File: src/agps_pkg.sv
// Constants, types and state codes of the adaptive gate phase sequencer.
// Assumes one 10 MHz clock; all durations arrive as cycle counts.
// Behaviour
// - Active freewheel: rising edge starts freewheel cross-current time
// - Then pre-charge at adaptive current for set duration
// - Then charge current, measure turn-on delay until high
// - Post-charge ramps one step per cycle to limit
// - Adaptation only in adaptive modes (1,0) and (1,1)
// - Pre-charge code clamped between lowest step and limit
// - Enable sets pre-charge code to min(init, limit)
// - Unfiltered: slow raises, fast lowers pre-charge code
// - Adaptation step is one or two codes
// - Filtered: pre-charge changes only after two agreeing cycles
// - Active freewheel: falling edge delays turn-off symmetrically
// - Then pre-discharge at adaptive current for set duration
// - Discharge, measure turn-off delay, end at cross-current expiry
// - Cross-current off, then freewheel charge below low threshold
// - Enable loads, then clamps, pre-discharge code
// - Unfiltered: slow raises, fast lowers pre-discharge code
// - Filtered: pre-discharge changes only after two agreeing cycles
// - Passive freewheel: complementary transistor always off
// - Passive freewheel: skip cross-current intervals at edges
// - Low-side mapping swaps roles and thresholds
package agps_pkg;

   localparam int          CODE_W     = 6;
   localparam int          TIME_W     = 8;
   localparam logic [5:0]  CODE_MIN   = 6'h00;
   localparam logic [5:0]  STEP_ONE   = 6'h01;
   localparam logic [5:0]  STEP_TWO   = 6'h02;
   localparam logic [7:0]  TIME_ZERO  = 8'h00;
   localparam logic [7:0]  TIME_SAT   = 8'hff;
   localparam logic [1:0]  MODE_ADAPT = 2'h2;
   localparam int          SYNC_W     = 3;
   localparam int          SYNC_PWM   = 0;
   localparam int          SYNC_HIGH  = 1;
   localparam int          SYNC_LOW   = 2;

   typedef logic [CODE_W-1:0] agps_code_t;
   typedef logic [TIME_W-1:0] agps_time_t;

   typedef enum logic [1:0] {
      DRV_OFF,
      DRV_SRC,
      DRV_SNK,
      DRV_ON
   } agps_drv_e;

   typedef enum logic [3:0] {
      ST_IDLE,
      ST_ON_CCP,
      ST_PRECHG,
      ST_CHG,
      ST_POSTCHG,
      ST_ON,
      ST_OFF_SYM,
      ST_PREDCHG,
      ST_DCHG,
      ST_FW_CHG,
      ST_OFF
   } agps_state_e;

endpackage

File: src/agps_adapt_if.sv
// Carrier between the sequencer and one adaptive current register.
// Assumes the sequencer issues at most one measurement per PWM period.
`timescale 1ns/1ns
interface agps_adapt_if;
   import agps_pkg::*;
   logic       load;
   agps_code_t init;
   agps_code_t max_code;
   logic       adapt_en;
   logic       filter_sel;
   logic       step_sel;
   logic       meas_valid;
   logic       meas_slow;
   logic       meas_fast;
   agps_code_t code;

   modport ctrl  (output load, init, max_code, adapt_en, filter_sel, step_sel,
                  meas_valid, meas_slow, meas_fast, input code);
   modport adapt (input load, init, max_code, adapt_en, filter_sel, step_sel,
                  meas_valid, meas_slow, meas_fast, output code);
endinterface

File: src/agps_sequencer.sv
// Gate phase sequencer for one half-bridge driven by a PWM input.
// Assumes comparator and PWM inputs are asynchronous pins and all
// configuration inputs are quasi-static levels on i_clock.
`timescale 1ns/1ns
module agps_sequencer
   import agps_pkg::*;
(
   // Clock and reset
   input  wire logic       i_clock,
   input  wire logic       i_srst,
   // Pins from the bridge
   input  wire logic       i_pwm_input,
   input  wire logic       i_node_above_high,
   input  wire logic       i_node_below_low,
   // Configuration
   input  wire logic       i_halfbridge_pwm_enable,
   input  wire logic       i_active_freewheel_en,
   input  wire logic       i_lowside_pwm,
   input  wire logic [1:0] i_adaptive_gate_mode,
   input  wire logic       i_adaptation_filter_sel,
   input  wire logic       i_adaptation_step_sel,
   input  wire agps_code_t i_charge_current,
   input  wire agps_code_t i_discharge_current,
   input  wire agps_code_t i_freewheel_current,
   input  wire agps_code_t i_max_current_limit,
   input  wire agps_code_t i_precharge_init,
   input  wire agps_code_t i_predischarge_init,
   input  wire agps_time_t i_fw_ccp_time,
   input  wire agps_time_t i_active_ccp_time,
   input  wire agps_time_t i_precharge_duration,
   input  wire agps_time_t i_predischarge_duration,
   input  wire agps_time_t i_vds_filter_time,
   input  wire agps_time_t i_turn_on_delay_cfg,
   input  wire agps_time_t i_turn_off_delay_cfg,
   // Gate drive commands
   output agps_drv_e       o_hs_drive,
   output agps_code_t      o_hs_code,
   output agps_drv_e       o_ls_drive,
   output agps_code_t      o_ls_code,
   // Status
   output agps_time_t      o_turn_on_delay,
   output agps_time_t      o_turn_off_delay,
   output agps_code_t      o_precharge_current,
   output agps_code_t      o_predischarge_current
);

   //==========================================================
   // Input synchronisation and edges
   logic [SYNC_W-1:0] sync_lvl;
   logic              pwm_d_r;
   logic              en_d_r;
   logic              pwm;
   logic              pwm_rise;
   logic              pwm_fall;
   logic              en_rise;
   logic              on_done;
   logic              off_done;

   agps_sync u_sync (
      .i_clock (i_clock),
      .i_srst  (i_srst),
      .i_async ({i_node_below_low, i_node_above_high, i_pwm_input}),
      .o_level (sync_lvl)
   );

   assign pwm      = sync_lvl[SYNC_PWM];
   assign pwm_rise = pwm && !pwm_d_r;
   assign pwm_fall = !pwm && pwm_d_r;
   assign en_rise  = i_halfbridge_pwm_enable && !en_d_r;

   // Thresholds swap with the mapping
   assign on_done  = i_lowside_pwm ? sync_lvl[SYNC_LOW] : sync_lvl[SYNC_HIGH];
   assign off_done = i_lowside_pwm ? sync_lvl[SYNC_HIGH] : sync_lvl[SYNC_LOW];

   always_ff @(posedge i_clock) begin
      if (i_srst) begin
         pwm_d_r <= 1'b0;
         en_d_r  <= 1'b0;
      end else begin
         pwm_d_r <= pwm;
         en_d_r  <= i_halfbridge_pwm_enable;
      end
   end

   //==========================================================
   // Phase state machine
   agps_state_e state_r;
   agps_state_e state_nxt;
   agps_time_t  cnt_r;
   agps_time_t  ccp_cnt_r;
   logic        ccp_run_r;
   logic        cnt_done;
   logic [8:0]  cnt_inc;
   logic        ccp_done;
   logic        fw_on;

   assign fw_on    = i_active_freewheel_en;
   assign cnt_inc  = {1'b0, cnt_r} + 9'h001;
   assign ccp_done = !ccp_run_r;

   // Duration of the current phase in whole cycles, never under one
   always_comb begin
      unique case (state_r)
         ST_ON_CCP, ST_OFF_SYM:  cnt_done = cnt_inc >= {1'b0, i_fw_ccp_time};
         ST_PRECHG:              cnt_done = cnt_inc >= {1'b0, i_precharge_duration};
         ST_PREDCHG:             cnt_done = cnt_inc >= {1'b0, i_predischarge_duration};
         ST_POSTCHG, ST_FW_CHG:  cnt_done = cnt_inc >= {1'b0, i_vds_filter_time};
         default:                cnt_done = 1'b0;
      endcase
   end

   always_comb begin
      state_nxt = state_r;
      unique case (state_r)
         ST_IDLE, ST_OFF: begin
            if (pwm_rise || (state_r == ST_IDLE && pwm)) begin
               state_nxt = fw_on ? ST_ON_CCP : ST_PRECHG;
            end
         end
         ST_ON_CCP:  if (cnt_done) state_nxt = ST_PRECHG;
         ST_PRECHG:  if (cnt_done) state_nxt = ST_CHG;
         ST_CHG:     if (on_done) state_nxt = ST_POSTCHG;
         ST_POSTCHG: if (cnt_done) state_nxt = ST_ON;
         ST_ON:      ;
         ST_OFF_SYM: if (cnt_done) state_nxt = ST_PREDCHG;
         ST_PREDCHG: if (cnt_done) state_nxt = ST_DCHG;
         ST_DCHG:    if (ccp_done) state_nxt = fw_on ? ST_FW_CHG : ST_OFF;
         ST_FW_CHG:  if (cnt_done) state_nxt = ST_OFF;
      endcase
      // Falling edge aborts any turn-on phase
      if (pwm_fall && state_r inside {ST_ON_CCP, ST_PRECHG, ST_CHG, ST_POSTCHG, ST_ON}) begin
         state_nxt = fw_on ? ST_OFF_SYM : ST_PREDCHG;
      end
      if (!i_halfbridge_pwm_enable) begin
         state_nxt = ST_IDLE;
      end
   end

   always_ff @(posedge i_clock) begin
      if (i_srst) begin
         state_r <= ST_IDLE;
      end else begin
         state_r <= state_nxt;
      end
   end

   // Phase timer restarts on every state change
   always_ff @(posedge i_clock) begin
      if (i_srst || state_nxt != state_r) begin
         cnt_r <= TIME_ZERO;
      end else if (cnt_r != TIME_SAT) begin
         cnt_r <= cnt_r + 8'h01;
      end
   end

   // Turn-off cross-current time runs beside pre-discharge and discharge
   always_ff @(posedge i_clock) begin
      if (i_srst || !i_halfbridge_pwm_enable) begin
         ccp_run_r <= 1'b0;
         ccp_cnt_r <= TIME_ZERO;
      end else if (state_nxt == ST_PREDCHG && state_r != ST_PREDCHG) begin
         ccp_run_r <= 1'b1;
         ccp_cnt_r <= TIME_ZERO;
      end else if (ccp_run_r) begin
         ccp_cnt_r <= ccp_cnt_r + 8'h01;
         if ({1'b0, ccp_cnt_r} + 9'h002 >= {1'b0, i_active_ccp_time}) begin
            ccp_run_r <= 1'b0;
         end
      end
   end

   //==========================================================
   // Delay measurement
   agps_time_t on_meas_r;
   agps_time_t off_meas_r;
   agps_time_t on_eff_r;
   agps_time_t off_eff_r;
   logic       off_seen_r;
   logic       on_valid;
   logic       off_valid;

   assign on_valid  = state_r == ST_CHG && on_done;
   assign off_valid = state_r == ST_DCHG && ccp_done;

   always_ff @(posedge i_clock) begin
      if (i_srst || (state_r != ST_PRECHG && state_r != ST_CHG)) begin
         on_meas_r <= TIME_ZERO;
      end else if (on_meas_r != TIME_SAT) begin
         on_meas_r <= on_meas_r + 8'h01;
      end
   end

   // Turn-off delay stops at the far threshold crossing
   always_ff @(posedge i_clock) begin
      if (i_srst || (state_r != ST_PREDCHG && state_r != ST_DCHG)) begin
         off_meas_r <= TIME_ZERO;
         off_seen_r <= 1'b0;
      end else if (off_done) begin
         off_seen_r <= 1'b1;
      end else if (!off_seen_r && off_meas_r != TIME_SAT) begin
         off_meas_r <= off_meas_r + 8'h01;
      end
   end

   always_ff @(posedge i_clock) begin
      if (i_srst) begin
         on_eff_r  <= TIME_ZERO;
         off_eff_r <= TIME_ZERO;
      end else begin
         if (on_valid) on_eff_r <= on_meas_r;
         if (off_valid) off_eff_r <= off_meas_r;
      end
   end

   //==========================================================
   // Adaptive currents
   agps_adapt_if pre_if ();
   agps_adapt_if pdc_if ();

   assign pre_if.load       = en_rise;
   assign pre_if.init       = i_precharge_init;
   assign pre_if.max_code   = i_max_current_limit;
   assign pre_if.adapt_en   = i_adaptive_gate_mode[1] == MODE_ADAPT[1];
   assign pre_if.filter_sel = i_adaptation_filter_sel;
   assign pre_if.step_sel   = i_adaptation_step_sel;
   assign pre_if.meas_valid = on_valid;
   assign pre_if.meas_slow  = on_meas_r > i_turn_on_delay_cfg;
   assign pre_if.meas_fast  = on_meas_r < i_turn_on_delay_cfg;

   assign pdc_if.load       = en_rise;
   assign pdc_if.init       = i_predischarge_init;
   assign pdc_if.max_code   = i_max_current_limit;
   assign pdc_if.adapt_en   = i_adaptive_gate_mode[1] == MODE_ADAPT[1];
   assign pdc_if.filter_sel = i_adaptation_filter_sel;
   assign pdc_if.step_sel   = i_adaptation_step_sel;
   assign pdc_if.meas_valid = off_valid;
   assign pdc_if.meas_slow  = off_meas_r > i_turn_off_delay_cfg;
   assign pdc_if.meas_fast  = off_meas_r < i_turn_off_delay_cfg;

   agps_adapt u_pre (
      .i_clock (i_clock),
      .i_srst  (i_srst),
      .bus     (pre_if.adapt)
   );

   agps_adapt u_pdc (
      .i_clock (i_clock),
      .i_srst  (i_srst),
      .bus     (pdc_if.adapt)
   );

   //==========================================================
   // Post-charge ramp
   agps_code_t ramp_r;

   always_ff @(posedge i_clock) begin
      if (i_srst) begin
         ramp_r <= CODE_MIN;
      end else if (state_r != ST_POSTCHG) begin
         ramp_r <= (i_charge_current < i_max_current_limit) ?
                   i_charge_current : i_max_current_limit;
      end else if (ramp_r < i_max_current_limit) begin
         ramp_r <= ramp_r + STEP_ONE;
      end
   end

   //==========================================================
   // Drive per role, then mapped to gates
   agps_drv_e  act_drv;
   agps_code_t act_code;
   agps_drv_e  fw_drv;
   agps_code_t fw_code;
   logic       fw_cond;

   // Freewheel charge only while the node sits past the far threshold
   assign fw_cond = off_done;

   always_comb begin
      act_drv  = DRV_OFF;
      act_code = CODE_MIN;
      fw_drv   = DRV_OFF;
      fw_code  = CODE_MIN;
      unique case (state_r)
         ST_IDLE: ;
         ST_ON_CCP: begin
            fw_drv  = DRV_SNK;
            fw_code = i_freewheel_current;
         end
         ST_PRECHG: begin
            act_drv  = DRV_SRC;
            act_code = pre_if.code;
         end
         ST_CHG: begin
            act_drv  = DRV_SRC;
            act_code = i_charge_current;
         end
         ST_POSTCHG: begin
            act_drv  = DRV_SRC;
            act_code = ramp_r;
         end
         ST_ON, ST_OFF_SYM: act_drv = DRV_ON;
         ST_PREDCHG: begin
            act_drv  = DRV_SNK;
            act_code = pdc_if.code;
         end
         ST_DCHG: begin
            act_drv  = DRV_SNK;
            act_code = i_discharge_current;
         end
         ST_FW_CHG: begin
            fw_drv  = fw_cond ? DRV_SRC : DRV_OFF;
            fw_code = i_freewheel_current;
         end
         ST_OFF: fw_drv = DRV_ON;
      endcase
      if (!fw_on) begin
         fw_drv  = DRV_OFF;
         fw_code = CODE_MIN;
      end
   end

   always_ff @(posedge i_clock) begin
      if (i_srst) begin
         o_hs_drive <= DRV_OFF;
         o_hs_code  <= CODE_MIN;
         o_ls_drive <= DRV_OFF;
         o_ls_code  <= CODE_MIN;
      end else if (i_lowside_pwm) begin
         o_hs_drive <= fw_drv;
         o_hs_code  <= fw_code;
         o_ls_drive <= act_drv;
         o_ls_code  <= act_code;
      end else begin
         o_hs_drive <= act_drv;
         o_hs_code  <= act_code;
         o_ls_drive <= fw_drv;
         o_ls_code  <= fw_code;
      end
   end

   assign o_turn_on_delay        = on_eff_r;
   assign o_turn_off_delay       = off_eff_r;
   assign o_precharge_current    = pre_if.code;
   assign o_predischarge_current = pdc_if.code;

endmodule // agps_sequencer

File: src/agps_sync.sv
// Three-flop input synchroniser with agreement of the last two stages.
// Assumes inputs are asynchronous to i_clock.
`timescale 1ns/1ns
module agps_sync
   import agps_pkg::*;
(
   // Clock and reset
   input  wire logic              i_clock,
   input  wire logic              i_srst,
   // Raw and filtered levels
   input  wire logic [SYNC_W-1:0] i_async,
   output logic      [SYNC_W-1:0] o_level
);

   genvar g;
   generate
      for (g = 0; g < SYNC_W; g++) begin : g_bit
         logic s1_r;
         logic s2_r;
         logic s3_r;
         logic lvl_r;
         // First stage is read only by the second
         always_ff @(posedge i_clock) begin
            s1_r <= i_async[g];
            s2_r <= s1_r;
            s3_r <= s2_r;
         end
         // A change counts only once two stages agree
         always_ff @(posedge i_clock) begin
            if (i_srst) begin
               lvl_r <= 1'b0;
            end else if (s2_r == s3_r) begin
               lvl_r <= s3_r;
            end
         end
         assign o_level[g] = lvl_r;
      end
   endgenerate

endmodule // agps_sync

File: src/agps_adapt.sv
// One self-adapting gate current code with load, clamp and filter.
// Assumes meas_valid is a one-cycle pulse, once per PWM period.
`timescale 1ns/1ns
module agps_adapt
   import agps_pkg::*;
(
   // Clock and reset
   input  wire logic   i_clock,
   input  wire logic   i_srst,
   // Control and result
   agps_adapt_if.adapt bus
);

   agps_code_t code_r;
   logic       prev_slow_r;
   logic       prev_fast_r;
   agps_code_t step;
   logic [6:0] up_sum;
   logic       do_up;
   logic       do_dn;
   agps_code_t code_nxt;

   assign step = bus.step_sel ? STEP_TWO : STEP_ONE;

   // Filtered mode needs the previous verdict to agree
   always_comb begin
      if (bus.filter_sel) begin
         do_up = bus.meas_slow && prev_slow_r;
         do_dn = bus.meas_fast && prev_fast_r;
      end else begin
         do_up = bus.meas_slow;
         do_dn = bus.meas_fast;
      end
   end

   assign up_sum = {1'b0, code_r} + {1'b0, step};

   always_comb begin
      code_nxt = code_r;
      if (bus.load) begin
         code_nxt = (bus.init < bus.max_code) ? bus.init : bus.max_code;
      end else if (bus.adapt_en && bus.meas_valid && do_up) begin
         code_nxt = (up_sum > {1'b0, bus.max_code}) ? bus.max_code : up_sum[5:0];
      end else if (bus.adapt_en && bus.meas_valid && do_dn) begin
         code_nxt = (code_r < CODE_MIN + step) ? CODE_MIN : code_r - step;
      end
      // Limit may be lowered by software at any time
      if (code_nxt > bus.max_code) begin
         code_nxt = bus.max_code;
      end
   end

   always_ff @(posedge i_clock) begin
      if (i_srst) begin
         code_r <= CODE_MIN;
      end else begin
         code_r <= code_nxt;
      end
   end

   // Filter history; a fresh enable forgets old verdicts
   always_ff @(posedge i_clock) begin
      if (i_srst || bus.load) begin
         prev_slow_r <= 1'b0;
         prev_fast_r <= 1'b0;
      end else if (bus.meas_valid) begin
         prev_slow_r <= bus.meas_slow;
         prev_fast_r <= bus.meas_fast;
      end
   end

   assign bus.code = code_r;

endmodule // agps_adapt

File: config.mk
export PLATFORM = sky130hd
export DESIGN_NAME = agps_sequencer
export DESIGN_NICKNAME = d
export VERILOG_FILES = /design/src/agps_pkg.sv /design/src/agps_adapt_if.sv /design/src/agps_sequencer.sv /design/src/agps_sync.sv /design/src/agps_adapt.sv
export SDC_FILE = /design/constraint.sdc
export NUM_CORES = 1
export LEC_CHECK = 0
export BUFFER_PORTS_ARGS = -buffer_cell sky130_fd_sc_hd__buf_2
export CORE_MARGIN = 8
export CORE_UTILIZATION = 53
export CTS_BUF_LIST = sky130_fd_sc_hd__clkbuf_8 sky130_fd_sc_hd__clkbuf_16
export CTS_CLUSTER_DIAMETER = 150
export DETAILED_ROUTE_END_ITERATION = 10
export GPL_TIMING_DRIVEN = 1
export PLACE_DENSITY = 0.79
export SLEW_MARGIN = 10
export SYNTH_ARGS = -nofsm -noshare
export SYNTH_HDL_FRONTEND = slang
export SYNTH_HIERARCHICAL = 1
export SYNTH_SLANG_ARGS = --single-unit
File: constraint.sdc
create_clock -name i_clock -period 4.1 [get_ports i_clock]
set_clock_uncertainty 0.15 [all_clocks]
set_input_delay 0.41 -clock i_clock [delete_from_list [all_inputs] [get_ports i_clock]]
set_output_delay 0.41 -clock i_clock [all_outputs]
set_load 0.01 [all_outputs]
; ---- Yosys cells after proc, flatten, opt, wreduce, memory -nomap -nowiden
; Cells that the tools add are included.
[word_totals]
inputBits = 104
mem_bits_rw = 0
memories = 0
elab_cells = 187
latch_bits = 0
out_inout_bits = 44
regBits = 106
romBits = 0
[op_classes]
reduce_logical = 45
shift = 0
mux = 54
div_mod_pow = 0
n_mul = 0
order_cmp = 19
eq_ne = 23
bitwise_logic = 1
n_addsub = 11
[op_table]
columns = operator, count
row1 = 6-bit 2-to-1 mux, 21
row2 = 9-bit by 8-bit greater-or-equal comparator with 1-bit output, 5
row3 = 4-bit 2-to-1 mux, 11
row4 = 6-bit less-than comparator, 6
row5 = 4-bit one-hot mux with 9 select lines, 1
row6 = 8-bit by 1-bit adder with 8-bit output (second input constant), 4
row7 = 6-bit one-hot mux with 5 select lines, 1
row8 = 8-bit != test (second input constant), 3
row9 = 1-bit logical AND, 21
row10 = 4-bit by 3-bit equality test with 1-bit output (second input constant), 5
row11 = 8-bit > comparator, 2
row12 = 8-bit less-than comparator, 2
row13 = 6-bit by 6-bit adder with 7-bit output, 2
row14 = 7-bit by 6-bit > comparator with 1-bit output, 2
row15 = 2-bit OR reduction, 7
row16 = 4-bit equality test (second input constant), 3
row17 = 6-bit > comparator, 2
row18 = 2-bit 2-to-1 mux, 6
row19 = 2-bit one-hot mux with 3 select lines, 2
row20 = 6-bit subtractor, 2
row21 = 1-bit 2-to-1 mux, 11
row22 = 8-bit by 1-bit adder with 9-bit output (second input constant), 1
row23 = 8-bit by 2-bit adder with 9-bit output (second input constant), 1
row24 = 4-bit by 2-bit equality test with 1-bit output (second input constant), 2
row25 = other kinds (16), 30

; ---- Longest topological paths before layout
; Gate-level depths: netlist of run 1.
[logic_depth]
word_depth = 10
ltp_mapped = 23

; ---- Hierarchy
; The synthesis of run 1 kept the hierarchy.
[modules_own_cells]
columns = mod, area_each_um2, seq_area_each_um2, instances, cells_each
row1 = agps_sequencer, 5866.9, 1561.5, 1, 730
row2 = agps_adapt, 1377.6, 160.2, 2, 165
row3 = agps_sync, 304.0, 240.2, 1, 24

; ---- Least setup slack after synthesis of run 1
; No wires, ideal clock.
[synth_timing]
path_type = input -> register
from = input port i_adaptation_step_sel
to = register u_pre.code_r[4] (netlist: u_pre/bus.code[4])
slack_ns = -0.369
path_stages = 20
t_arrival_ns = 4.216
n_path_buf = 1
path_cell_list = inv_1 -> ha_1 -> fa_1 -> nand3_1 -> xnor2_1 -> ha_1 -> and3_1 -> a21boi_1 -> o21ai_2 -> nand2_1 -> a2111oi_0 -> nor2_1 -> ha_1 -> a21o_1 -> a21oi_1 -> a21boi_1 -> o21ai_0 -> clkbuf_1 -> nor2_1 -> a2111oi_2
[synth_between]
elab_chain_cells = 8
word_cells_on_any_way = 12
classes_between = add/sub (2) / order compare (3) / mux (7)
[synth_lines]
columns = item, line_no
row1 = start: declaration, agps_sequencer.sv:21  ; input wire logic i_adaptation_step_sel,
row2 = 2-bit 2-to-1 mux (*), agps_adapt.sv:23  ; assign step = bus.step_sel ? STEP_TWO : STEP_ONE;
row3 = 6-bit by 6-bit adder with 7-bit output (tied with other cells), agps_adapt.sv:36  ; assign up_sum = {1'b0, code_r} + {1'b0, step};
row4 = 7-bit by 6-bit > comparator with 1-bit output / 6-bit 2-to-1 mux (equally long branches), "agps_adapt.sv:43, agps_adapt.sv:45"
row5 = "6-bit 2-to-1 mux, on equally long branches", "agps_adapt.sv:43, agps_adapt.sv:44"
row6 = 6-bit 2-to-1 mux (*), agps_adapt.sv:42  ; end else if (bus.adapt_en && bus.meas_valid && do_up) begin
row7 = 6-bit 2-to-1 mux (*), agps_adapt.sv:40  ; if (bus.load) begin
row8 = 6-bit > comparator, agps_adapt.sv:48  ; if (code_nxt > bus.max_code) begin
row9 = 6-bit 2-to-1 mux (*), agps_adapt.sv:48
row10 = end signal: assignment, agps_adapt.sv:57  ; code_r <= code_nxt;
row11 = end: declaration, agps_adapt.sv:14  ; agps_code_t code_r;
; Mark *: on every way between the ends. The rest lies on a longest branch, timed or not.
; A chain may end at the register's enable or synchronous reset.

; ---- Final worst setup path of run 1
[layout_timing]
from = input port i_adaptation_step_sel
to = register u_pre.code_r[3] (netlist: u_pre/bus.code[3])
; The elaborated chain is that of the path after synthesis.

==> results.yml, run 1 <==
critical_path:
  worst_path_largest_cell_delay_ns: 0.42
  critical_path_peak_fanout: 7
  cp-end-kind: "register"
  critical_path_class: "input port to register"
  crit_slowest_cell: "fa_2"
  crit_top_cell: "buf_4"
  critical_path.startpoint_type: "input port"
  cp.required_ns: 4.20
  cp.arrival_ns: 4.35
  cp_cell_sequence: "buf_6 > clkinvlp_4 > ha_4 > fa_2 > nand3_2 > xnor2_2 > ha_1 > and3_4 > a21boi_4 > o21ai_4 > buf_6 > buf_4 > nand4_1 > nor3b_2 > buf_4 > nor2_1 > ha_1 > a21boi_2 > o21ai_1 > buf_4 > nand2b_2 > o32ai_2"
power:
  combPwrFrac_pct: 38.1
  clock_power_share_pct: 28.6
  cellLeakagePower_uw: 0.005309
  p_sw_share_pct: 33.92
  power.net_switching_uw: 1134
  irDropWorstVdd_v: 0.0002455
  power_frac_seq_pct: 33.3
  power_density_mw_per_mm2: 288.3
  p_int_uw: 2209
placed_design:
  dp_hpwl_mm: 21.16
  port_buffers: 146
  gp_congestion: 0.9574
  dpl-instance-area_mm2: 0.01065
floorplanning:
  core_area_mm2: 0.01652
  io_pins: 148
  fp.dieH_um: 145.8
  die_x_um: 145.8
  die-area_mm2: 0.02125
  start_util_pct: 54.02
  rows: 47
sta:
  worst_slack_ns: -0.1499
  finalSetupViolations: 12
  fmax_mhz: 235.3
  fin_crit_ns: 4.250
  slew_headroom_pct: 41.43
  whs_ns: 0.009549
  rsz0062_at_grt: "true"
  drv_slew: 0
  fin_crit_sh_pct: 103.7
  worstMarginPinSlew_ns: 0.8719
  finalHoldViolCount: 0
detailed_routing:
  vias_per_cell: 5.934
  wl_per_cell_um: 18.23
  drt.antenna.violating_nets: 0
  drt_iter0_drc: 720
  drc: 0
  vias: 9174
  drt-total-wl_mm: 28.18
  dr.pass1.iters: 5
yosys:
  yosysWarnings: 6
  postSynthCellCount: 1084
  synth-seq-cells: 106
  ys_types: 87
  synth_flop_cell: "dfxtp_1"
  yosysTopAreaCell: "dfxtp_1"
  synth_area_leaders: "dfxtp_1 24%, ha_1 16%, mux2i_1 5.0%"
  syn_area_mm2: 0.008926
  synth_edf_count: 0
  async_flop_share_pct: 0
  synth_seq_area_share_pct: 23.77
  synth_top_area_share_pct: 23.77
  syn_avg_cell_area_um2: 8.234
  synth_fp_nets: 1306
global_routing:
  gr-total-overflow: 0
  grtUsageTotal_pct: 24.69
  grt_max_degree: 58
  grt_pass1_vias: 8884
  grt_antenna_before_repair: 5
  grt_pass1_wl_mm: 43.42
clocking:
  cts_made_buffers: 9
  path_clk_slew_ns: 0.07
  clockBufferDepth: 2
  worstSkewPairLatency_ns: 0.36
  cts_root_buffer: "clkbuf_16"
  cts_sinks: 106
  htreeDepth: 3
  cts_tree: "built"
layout:
  mostFrequentLayoutCell: "buf_2"
  final_util_pct: 70.15
  multiInputGateArea_mm2: 0.006844
  syn_to_final_growth_pct: 29.87
  final_cell_mix: "145 x buf_2, 112 x buf_4, 106 x ha_1"
  fin_nets: 1542
  fillers: 1235
  fin_area_mm2: 0.01159
  drive_above_1_share_pct: 31.17
  seqCellArea_mm2: 0.002136
job:
  maxCapViolations: 0
run_status:
  status: "complete, but fails checks"
  violations: "negative setup slack"
hold_path:
  worstHoldPathType: "input port to register"
==> layout make-up <==
cell class                      instances  share of cell area, %
Timing Repair Buffer                  268                  14.57
Clock inverter                          7                 0.8419
Clock buffer                            9                  1.943
Sequential cell                       106                  18.42
Tap cell                              220                  2.375
Inverter                               84                  2.785
Antenna cell                            1                0.02159
Multi-Input combinational cell        851                  59.04
==> per-stage QoR <==
| step | setup slack, ns | power (uW) | std cells | setup TNS, ns |
|---|---|---|---|---|
| 6_report | -0.1499 | 3342 | 1546 | -0.9671 |
| 5_1_grt | -0.2554 | 3494 | 1546 | -2.525 |
| 4_1_cts | 0.002351 | 3185 | 1539 | 0 |
| 3_5_place_dp | -0.7227 | 2158 | 1511 | -7.414 |
| 3_3_place_gp | -0.5206 | 2123 | 1511 | -5.305 |
| 2_1_floorplan | -0.03023 | 1769 | 1084 | -0.1204 |
==> flip-flops by register name (all words and copies together), names as in the netlist, 4 cells and up <==
register          count
o_turn_off_delay      8
off_meas_r            8
u_pdc/bus.code        6
o_turn_on_delay       8
o_ls_code             6
state_r               4
ccp_cnt_r             8
o_hs_code             6
u_pre/bus.code        6
ramp_r                6
cnt_r                 8
on_meas_r             8
==> power groups by stage <==
stage	Combinational [uW]	Sequential [uW]	Clock [uW]
4_1_cts	1110	1110	965
6_report	1270	1110	956
3_3_place_gp	993	1130	0
2_1_floorplan	607	1160	0
5_1_grt	1370	1120	1010
3_5_place_dp	1030	1130	0
==> repair_timing <==
| action | in CTS | in global routing |
|---|---|---|
| setup buffers | 12 | 5 |
| pin swaps | 38 | 37 |
| resized for setup | 43 | 57 |
| hold endpoints to repair | 0 | 1 |
| setup endpoints to repair | 12 | 13 |
| gates cloned | 0 | 0 |
| hold buffers | 0 | 1 |
==> synth_stat cells (8+ instances only) <==
cell,count
a211oi_1,32
a21o_1,19
a21oi_1,67
a221o_1,8
and3_1,20
buf_2,8
clkbuf_1,24
dfxtp_1,106
ha_1,114
inv_1,82
mux2i_1,45
nand2_1,80
nand2b_1,26
nand3_1,35
nand4_1,25
nor2_1,103
nor2b_1,21
nor3_1,15
o211ai_1,10
o21ai_0,36
o21ai_1,8
xnor2_1,20
xor2_1,16
==> worst max-delay path, delay by kind of cell <==
kind            cells  cell delay, ns
fa+ha+maj           4            1.15
xor+xnor            1            0.13
compound gates      5            0.94
buf+inv             6            0.85
simple gates        6            0.85
==> cells by family (layout without fill, tap and decap cells) <==
| family | after synthesis | after routing | synth area share [%] |
|---|---|---|---|
| AO/OA/AOI/OAI | 259 | 259 | 20.51 |
| XOR/XNOR | 36 | 36 | 3.532 |
| adder cells (fa/ha/maj) | 118 | 118 | 16.88 |
| buffers and inverters | 127 | 368 | 5.831 |
| flip-flops | 106 | 106 | 23.77 |
| multiplexers | 53 | 53 | 6.055 |
| other | 0 | 1 | 0 |
| AND/OR/NAND/NOR | 385 | 385 | 23.42 |
==> worst paths after layout <==
kind                                             from              endpoint  slack [ns]  cells after the start
worst max-delay path            i_adaptation_step_sel     u_pre/bus.code[3]       -0.15                     22
worst min-delay path                 i_node_below_low  u_sync/g_bit[2].s1_r        0.01                      1
worst max register to register          off_meas_r[1]     u_pdc/bus.code[4]       -0.14                     21
worst min register to register   u_sync/g_bit[1].s1_r  u_sync/g_bit[1].s2_r        0.18                      0
==> routing by layer <==
metal,up-vias,track usage [%],routed length [um]
met5,-,0,42
met4,8,10.93,1318
met3,105,6.281,2000
met2,386,41.65,13440
met1,4269,28.99,11370
li1,4406,-,-
(Power assumes the default switching activity.)
==> inputs of run 2 (changes only) <==
--- a/config.mk
+++ b/config.mk
@@ -5,14 +5,14 @@
 export SDC_FILE = /design/constraint.sdc
 export NUM_CORES = 1
 export LEC_CHECK = 0
-export BUFFER_PORTS_ARGS = -buffer_cell sky130_fd_sc_hd__buf_2
 export CORE_MARGIN = 8
-export CORE_UTILIZATION = 53
+export CORE_UTILIZATION = 55
 export CTS_BUF_LIST = sky130_fd_sc_hd__clkbuf_8 sky130_fd_sc_hd__clkbuf_16
 export CTS_CLUSTER_DIAMETER = 150
 export DETAILED_ROUTE_END_ITERATION = 10
+export DONT_BUFFER_PORTS = 1
 export GPL_TIMING_DRIVEN = 1
-export PLACE_DENSITY = 0.79
+export PLACE_DENSITY = 0.73
 export SLEW_MARGIN = 10
 export SYNTH_ARGS = -nofsm -noshare
 export SYNTH_HDL_FRONTEND = slang
==> constraint.sdc (replaced) <==
create_clock -name i_clock -period 4.1 [get_ports i_clock]
set_clock_uncertainty 0.15 [all_clocks]
set_input_delay 0.82 -clock i_clock [delete_from_list [all_inputs] [get_ports i_clock]]
set_output_delay 0.82 -clock i_clock [all_outputs]
set_load 0.01 [all_outputs]
==> run 2 against run 1 <==
- the run still ends with negative setup slack left
- non-clock buffer count down 123
- sequential power about the same
- sequential share of layout area up 1.0 points
- register-to-register slack worse by 0.14 ns
- largest cell class unchanged
- worst setup slack worse by 0.33 ns
- maximum frequency down 7.2%
- critical path depth unchanged
- critical path type unchanged
- flip-flop and latch count unchanged
==> results.yml, run 2 (synthesized netlist as in run 1, its figures left out) <==
detailed_routing:
  drt.antenna.violating_nets: 0
  drt_iter0_drc: 739
  vias: 8688
  wl_per_cell_um: 19.20
  drc: 0
  dr.pass1.iters: 6
  drt-total-wl_mm: 27.23
  vias_per_cell: 6.127
global_routing:
  use_met1_pct: 29.75
  grt_max_degree: 66
  grt_pass1_vias: 8370
  gr-total-overflow: 0
  grtUsageTotal_pct: 25.49
  top_usage_layer: "met2"
  grt_use_met3_pct: 7.233
  grt_antenna_before_repair: 1
  grt_pass1_wl_mm: 42.16
  grtUsageMet2_pct: 44.08
placed_design:
  dpl-instance-area_mm2: 0.01004
  gp_congestion: 0.9388
  post-place-cells: 1378
  dp_hpwl_mm: 20.36
  port_buffers: 0
sta:
  fin_crit_sh_pct: 111.7
  worstMarginPinSlew_ns: 0.9209
  worst_slack_ns: -0.4790
  whs_ns: 0.1752
  finalSetupViolations: 12
  fin_crit_ns: 4.579
  drv_slew: 0
  fmax_mhz: 218.4
  slew_headroom_pct: 38.13
  rsz0062_at_grt: "true"
  finalHoldViolCount: 0
critical_path:
  r2r_slack_ns: -0.28
  cp_top_family: "compound AO/OA/AOI/OAI gates"
  crit_slowest_cell: "fa_2"
  cp_num_buf_inv: 4
  cp-end-kind: "register"
  critical_path_class: "input port to register"
  cp.required_ns: 4.21
  worst_path_largest_cell_delay_ns: 0.43
  critical_path_peak_fanout: 6
  critical_path.startpoint_type: "input port"
  cp_cell_sequence: "clkinvlp_4 > ha_4 > fa_2 > nand3_2 > xnor2_2 > ha_1 > and3_4 > a21boi_4 > o21ai_4 > buf_6 > a21oi_2 > o311ai_1 > buf_4 > nand2_2 > ha_4 > nor2b_4 > o21ai_2 > a21boi_2 > o21ai_4 > buf_6 > nor2_4 > a2111oi_4"
  cp.arrival_ns: 4.69
clocking:
  cts_tree: "built"
  worstSkewPairLatency_ns: 0.36
  cts_sinks: 106
  cts_made_buffers: 9
  clockBufferDepth: 2
  path_clk_slew_ns: 0.07
  htreeDepth: 3
  cts_root_buffer: "clkbuf_16"
floorplanning:
  fp.dieH_um: 143.4
  die_x_um: 143.4
  rows: 46
  start_util_pct: 56.19
  io_pins: 148
  die-area_mm2: 0.02056
  core_area_mm2: 0.01589
power:
  combPwrFrac_pct: 37.1
  power.net_switching_uw: 1070
  power_density_mw_per_mm2: 293.1
  power_frac_seq_pct: 34.8
  cellLeakagePower_uw: 0.004737
  p_int_uw: 2125
  p_sw_share_pct: 33.50
  clock_power_share_pct: 28.1
  irDropWorstVdd_v: 0.0002260
layout:
  mostFrequentLayoutCell: "buf_4"
  fin_area_mm2: 0.01090
  syn_to_final_growth_pct: 22.12
  fin_nets: 1419
  final_cell_mix: "140 x buf_4, 107 x ha_1, 106 x dfxtp_1"
  diodes: 0
  finalNonFillerCells: 1418
  drive_above_1_share_pct: 22.96
job:
  maxCapViolations: 0
hold_path:
  worstHoldPathType: "register to register"
run_status:
  violations: "negative setup slack"
  status: "complete, but fails checks"
==> run 2: path summary, 6_finish.rpt <==
path / from / end / cells past startpoint
hold / removal: u_sync/g_bit[1].s1_r / u_sync/g_bit[1].s2_r / 0
setup reg to reg: u_pdc/bus.code[1] / u_pdc/bus.code[4] / 22
setup / recovery: i_adaptation_step_sel / u_pdc/bus.code[4] / 22
hold reg to reg: u_sync/g_bit[1].s1_r / u_sync/g_bit[1].s2_r / 0
==> run 2: area by class of cell <==
class	instances	area, um^2
clock buffers	9	225.2
multi-input cells	851	6777
repair buffers	145	1107
well taps	216	270.3
clock inverters	7	76.32
fillers	1302	4985
inverters	84	322.8
flip-flops and latches	106	2122
==> run 2: power groups by stage <==
stage	clock network (uW)	logic (uW)	registers, uW
floorplan	0	608	1160
global placement	0	920	1130
detailed placement	0	946	1130
global route	955	1280	1120
CTS	906	1060	1110
finish	898	1190	1110
==> run 2: stage by stage <==
| step | setup WS [ns] | setup TNS [ns] | total power (uW) | util, % |
|---|---|---|---|---|
| after floorplan | -0.4401 | -4.820 | 1769 | - |
| after global placement | -0.7343 | -7.774 | 2052 | 63.20 |
| after global routing | -0.6422 | -6.870 | 3350 | 68.62 |
| after detailed placement | -0.9377 | -9.239 | 2079 | 63.20 |
| after CTS | -0.2700 | -2.025 | 3078 | 67.15 |
| final | -0.4790 | -4.631 | 3195 | 68.62 |
==> run 2: what timing repair did <==
item | in CTS | in global routing
buffers inserted | 13 | 11
setup endpoints to repair | 12 | 12
hold endpoints to repair | 0 | 0
pin swaps | 42 | 41
resized for setup | 40 | 37
hold buffers | 0 | 0
gates cloned | 1 | 0
==> run 2: per-layer routing <==
layer / routed length (um) / part of all wire [%] / vias to the layer above
li1: - / - / 4147
met4: 775 / 2.8 / 2
met1: 10750 / 39 / 4110
met5: 10 / 0.037 / -
met3: 2352 / 8.6 / 68
met2: 13340 / 49 / 361
==> inputs of run 3 (changes only) <==
--- a/config.mk
+++ b/config.mk
@@ -5,14 +5,15 @@
 export SDC_FILE = /design/constraint.sdc
 export NUM_CORES = 1
 export LEC_CHECK = 0
+export CORE_ASPECT_RATIO = 1.4
 export CORE_MARGIN = 8
-export CORE_UTILIZATION = 55
+export CORE_UTILIZATION = 54
 export CTS_BUF_LIST = sky130_fd_sc_hd__clkbuf_8 sky130_fd_sc_hd__clkbuf_16
 export CTS_CLUSTER_DIAMETER = 150
 export DETAILED_ROUTE_END_ITERATION = 10
 export DONT_BUFFER_PORTS = 1
 export GPL_TIMING_DRIVEN = 1
-export PLACE_DENSITY = 0.73
+export PLACE_DENSITY = 0.72
 export SLEW_MARGIN = 10
 export SYNTH_ARGS = -nofsm -noshare
 export SYNTH_HDL_FRONTEND = slang
==> run 3 against run 2 <==
- the run still ends with negative setup slack left
- power is 2.7% lower
- core utilization decreased by 1.6 points
- wire length is 2.9% lower
- sequential share of layout area rose by 0.11 points
- first-iteration DRC count is 37% lower
- register-to-register slack better by 0.08 ns
- flip-flop and latch count is the same
- worst hold slack better by 0.037 ns
- critical path depth is 1 lower
- maximum frequency up 1.3%
- design area shrank 0.56%
- count of clock-buffer cells in the layout unchanged
- critical endpoint unchanged
- largest cell class unchanged
- highest routed layer is now met4
==> results.yml, run 3 (synthesized netlist as in run 1, its figures left out) <==
floorplanning:
  start_util_pct: 55.20
  die-area_mm2: 0.02096
  core_area_mm2: 0.01617
  io_pins: 148
  rows: 55
  fp.dieH_um: 168.1
  die_x_um: 124.7
layout:
  fillers: 1379
  diodes: 0
  fin_area_mm2: 0.01084
  final_cell_mix: "137 x buf_4, 109 x ha_1, 106 x dfxtp_1"
  finalNonFillerCells: 1396
  drive_above_1_share_pct: 22.22
  mostFrequentLayoutCell: "buf_4"
  syn_to_final_growth_pct: 21.43
  fin_nets: 1414
hold_path:
  hold_depth: 0
  worstHoldPathType: "register to register"
  hold_start: "u_sync/g_bit[0].s1_r"
  hold_path_end: "u_sync/g_bit[0].s2_r"
global_routing:
  grt_max_degree: 66
  grt_antenna_before_repair: 0
  grt_pass1_vias: 8303
  gr-total-overflow: 0
  grtUsageMet2_pct: 43.35
  grt_pass1_wl_mm: 41.67
  top_usage_layer: "met2"
  grt_use_met3_pct: 7.700
  grtUsageTotal_pct: 23.99
  use_met1_pct: 24.42
sta:
  fin_crit_ns: 4.519
  rsz0062_at_grt: "true"
  worstMarginPinSlew_ns: 0.9262
  slew_headroom_pct: 37.78
  drv_slew: 0
  worst_slack_ns: -0.4189
  fin_crit_sh_pct: 110.2
  fin_setup_tns_ns: -3.758
  finalHoldViolCount: 0
  finalSetupViolations: 12
  fmax_mhz: 221.3
power:
  power_density_mw_per_mm2: 286.7
  irDropWorstVdd_v: 0.0002712
  cellLeakagePower_uw: 0.004710
  power_uw: 3108
placed_design:
  dpl-instance-area_mm2: 0.009973
  post-place-cells: 1355
  gp_congestion: 0.9265
  dp_hpwl_mm: 20.28
  port_buffers: 0
critical_path:
  critical_path_peak_fanout: 6
  critical_path_class: "input port to register"
  cp.arrival_ns: 4.62
  r2r_end: "u_pdc/bus.code[4]"
  critical_path.startpoint_type: "input port"
  cp.required_ns: 4.20
  cp-end-kind: "register"
  r2r_slack_ns: -0.20
  reg2regPathDepth: 21
  rr_startpoint: "off_meas_r[1]"
run_status:
  violations: "negative setup slack"
  status: "complete, but fails checks"
clocking:
  clockBufferDepth: 2
  cts_sinks: 106
  cts_tree: "built"
  htreeDepth: 3
  cts_made_buffers: 9
  path_clk_slew_ns: 0.07
  cts_root_buffer: "clkbuf_16"
  worstSkewPairLatency_ns: 0.35
detailed_routing:
  drt.antenna.violating_nets: 0
  dr.pass1.iters: 5
  vias: 8399
  wl_per_cell_um: 18.95
  drt-total-wl_mm: 26.45
  drc: 0
  drt_iter0_drc: 467
  vias_per_cell: 6.016
job:
  maxCapViolations: 0
[run 3: cell type report]
type	count	area, um^2	area share (%)
clock buffer	9	225.2	2.078
timing repair buffer	140	1075	9.916
multi-input combinational	851	6780	62.55
clock inverter	7	65.06	0.6003
sequential	106	2122	19.58
inverter	84	322.8	2.978
tap	199	249.0	2.297
[run 3: how the worst max path moves through the flow]
stage	startpoint	to	slack [ns]	depth (start not counted)
3_3_place_gp	i_adaptation_step_sel	u_pdc/bus.code[4]	-0.72	20
2_1_floorplan	i_adaptation_step_sel	u_pre/bus.code[4]	-0.44	20
4_1_cts	i_adaptation_step_sel	u_pdc/bus.code[0]	-0.22	20
6_report	i_adaptation_step_sel	u_pdc/bus.code[4]	-0.42	21
5_1_grt	i_adaptation_step_sel	u_pdc/bus.code[0]	-0.55	21
3_5_place_dp	i_adaptation_step_sel	u_pdc/bus.code[4]	-0.84	20
[run 3: layer usage]
layer  vias to the layer above  routed length [um]
li1                       4139                   -
met2                       263               13250
met1                      3932                9961
met3                        65                2072
met4                         0                1169
met5                         -                   0
[run 3: what timing repair did]
action / in CTS / in global routing
setup buffers: 9 / 17
resized for setup: 37 / 33
pin swaps: 44 / 33
hold buffers: 0 / 0
endpoints found under the hold margin: 0 / 0
setup endpoints to repair: 12 / 12
cloned: 0 / 0
[run 3: through the flow]
step	utilization, %	worst slack [ns]	hold WS, ns
finish	67.03	-0.4189	0.2123
global route	67.03	-0.5508	0.2231
CTS	65.12	-0.2188	0.2085
detailed placement	61.67	-0.8437	0.1940
global placement	61.67	-0.7192	0.1899
floorplan	-	-0.4401	0.1596
[run 3: report_power, final]
part,internal (uW),leakage (uW),switching (uW)
combinational,553,0.00370,592
clock,426,0.000143,426
sequential,1070,0.000864,38.0
[run 3: worst max-delay path, cell delays in order]
cell and delay (ns):
clkinvlp_4 0.11, ha_4 0.19, fa_2 0.43, nand3_2 0.11, xnor2_2 0.14, ha_1 0.28
and3_4 0.16, a21boi_4 0.14, o21ai_4 0.23, buf_4 0.16, a21oi_1 0.08, a211oi_2 0.27
nor2_1 0.10, ha_1 0.28, and3_4 0.18, o21ai_2 0.05, a21boi_1 0.17, o21ai_2 0.11
buf_4 0.14, and2_4 0.13, a2111oi_4 0.32
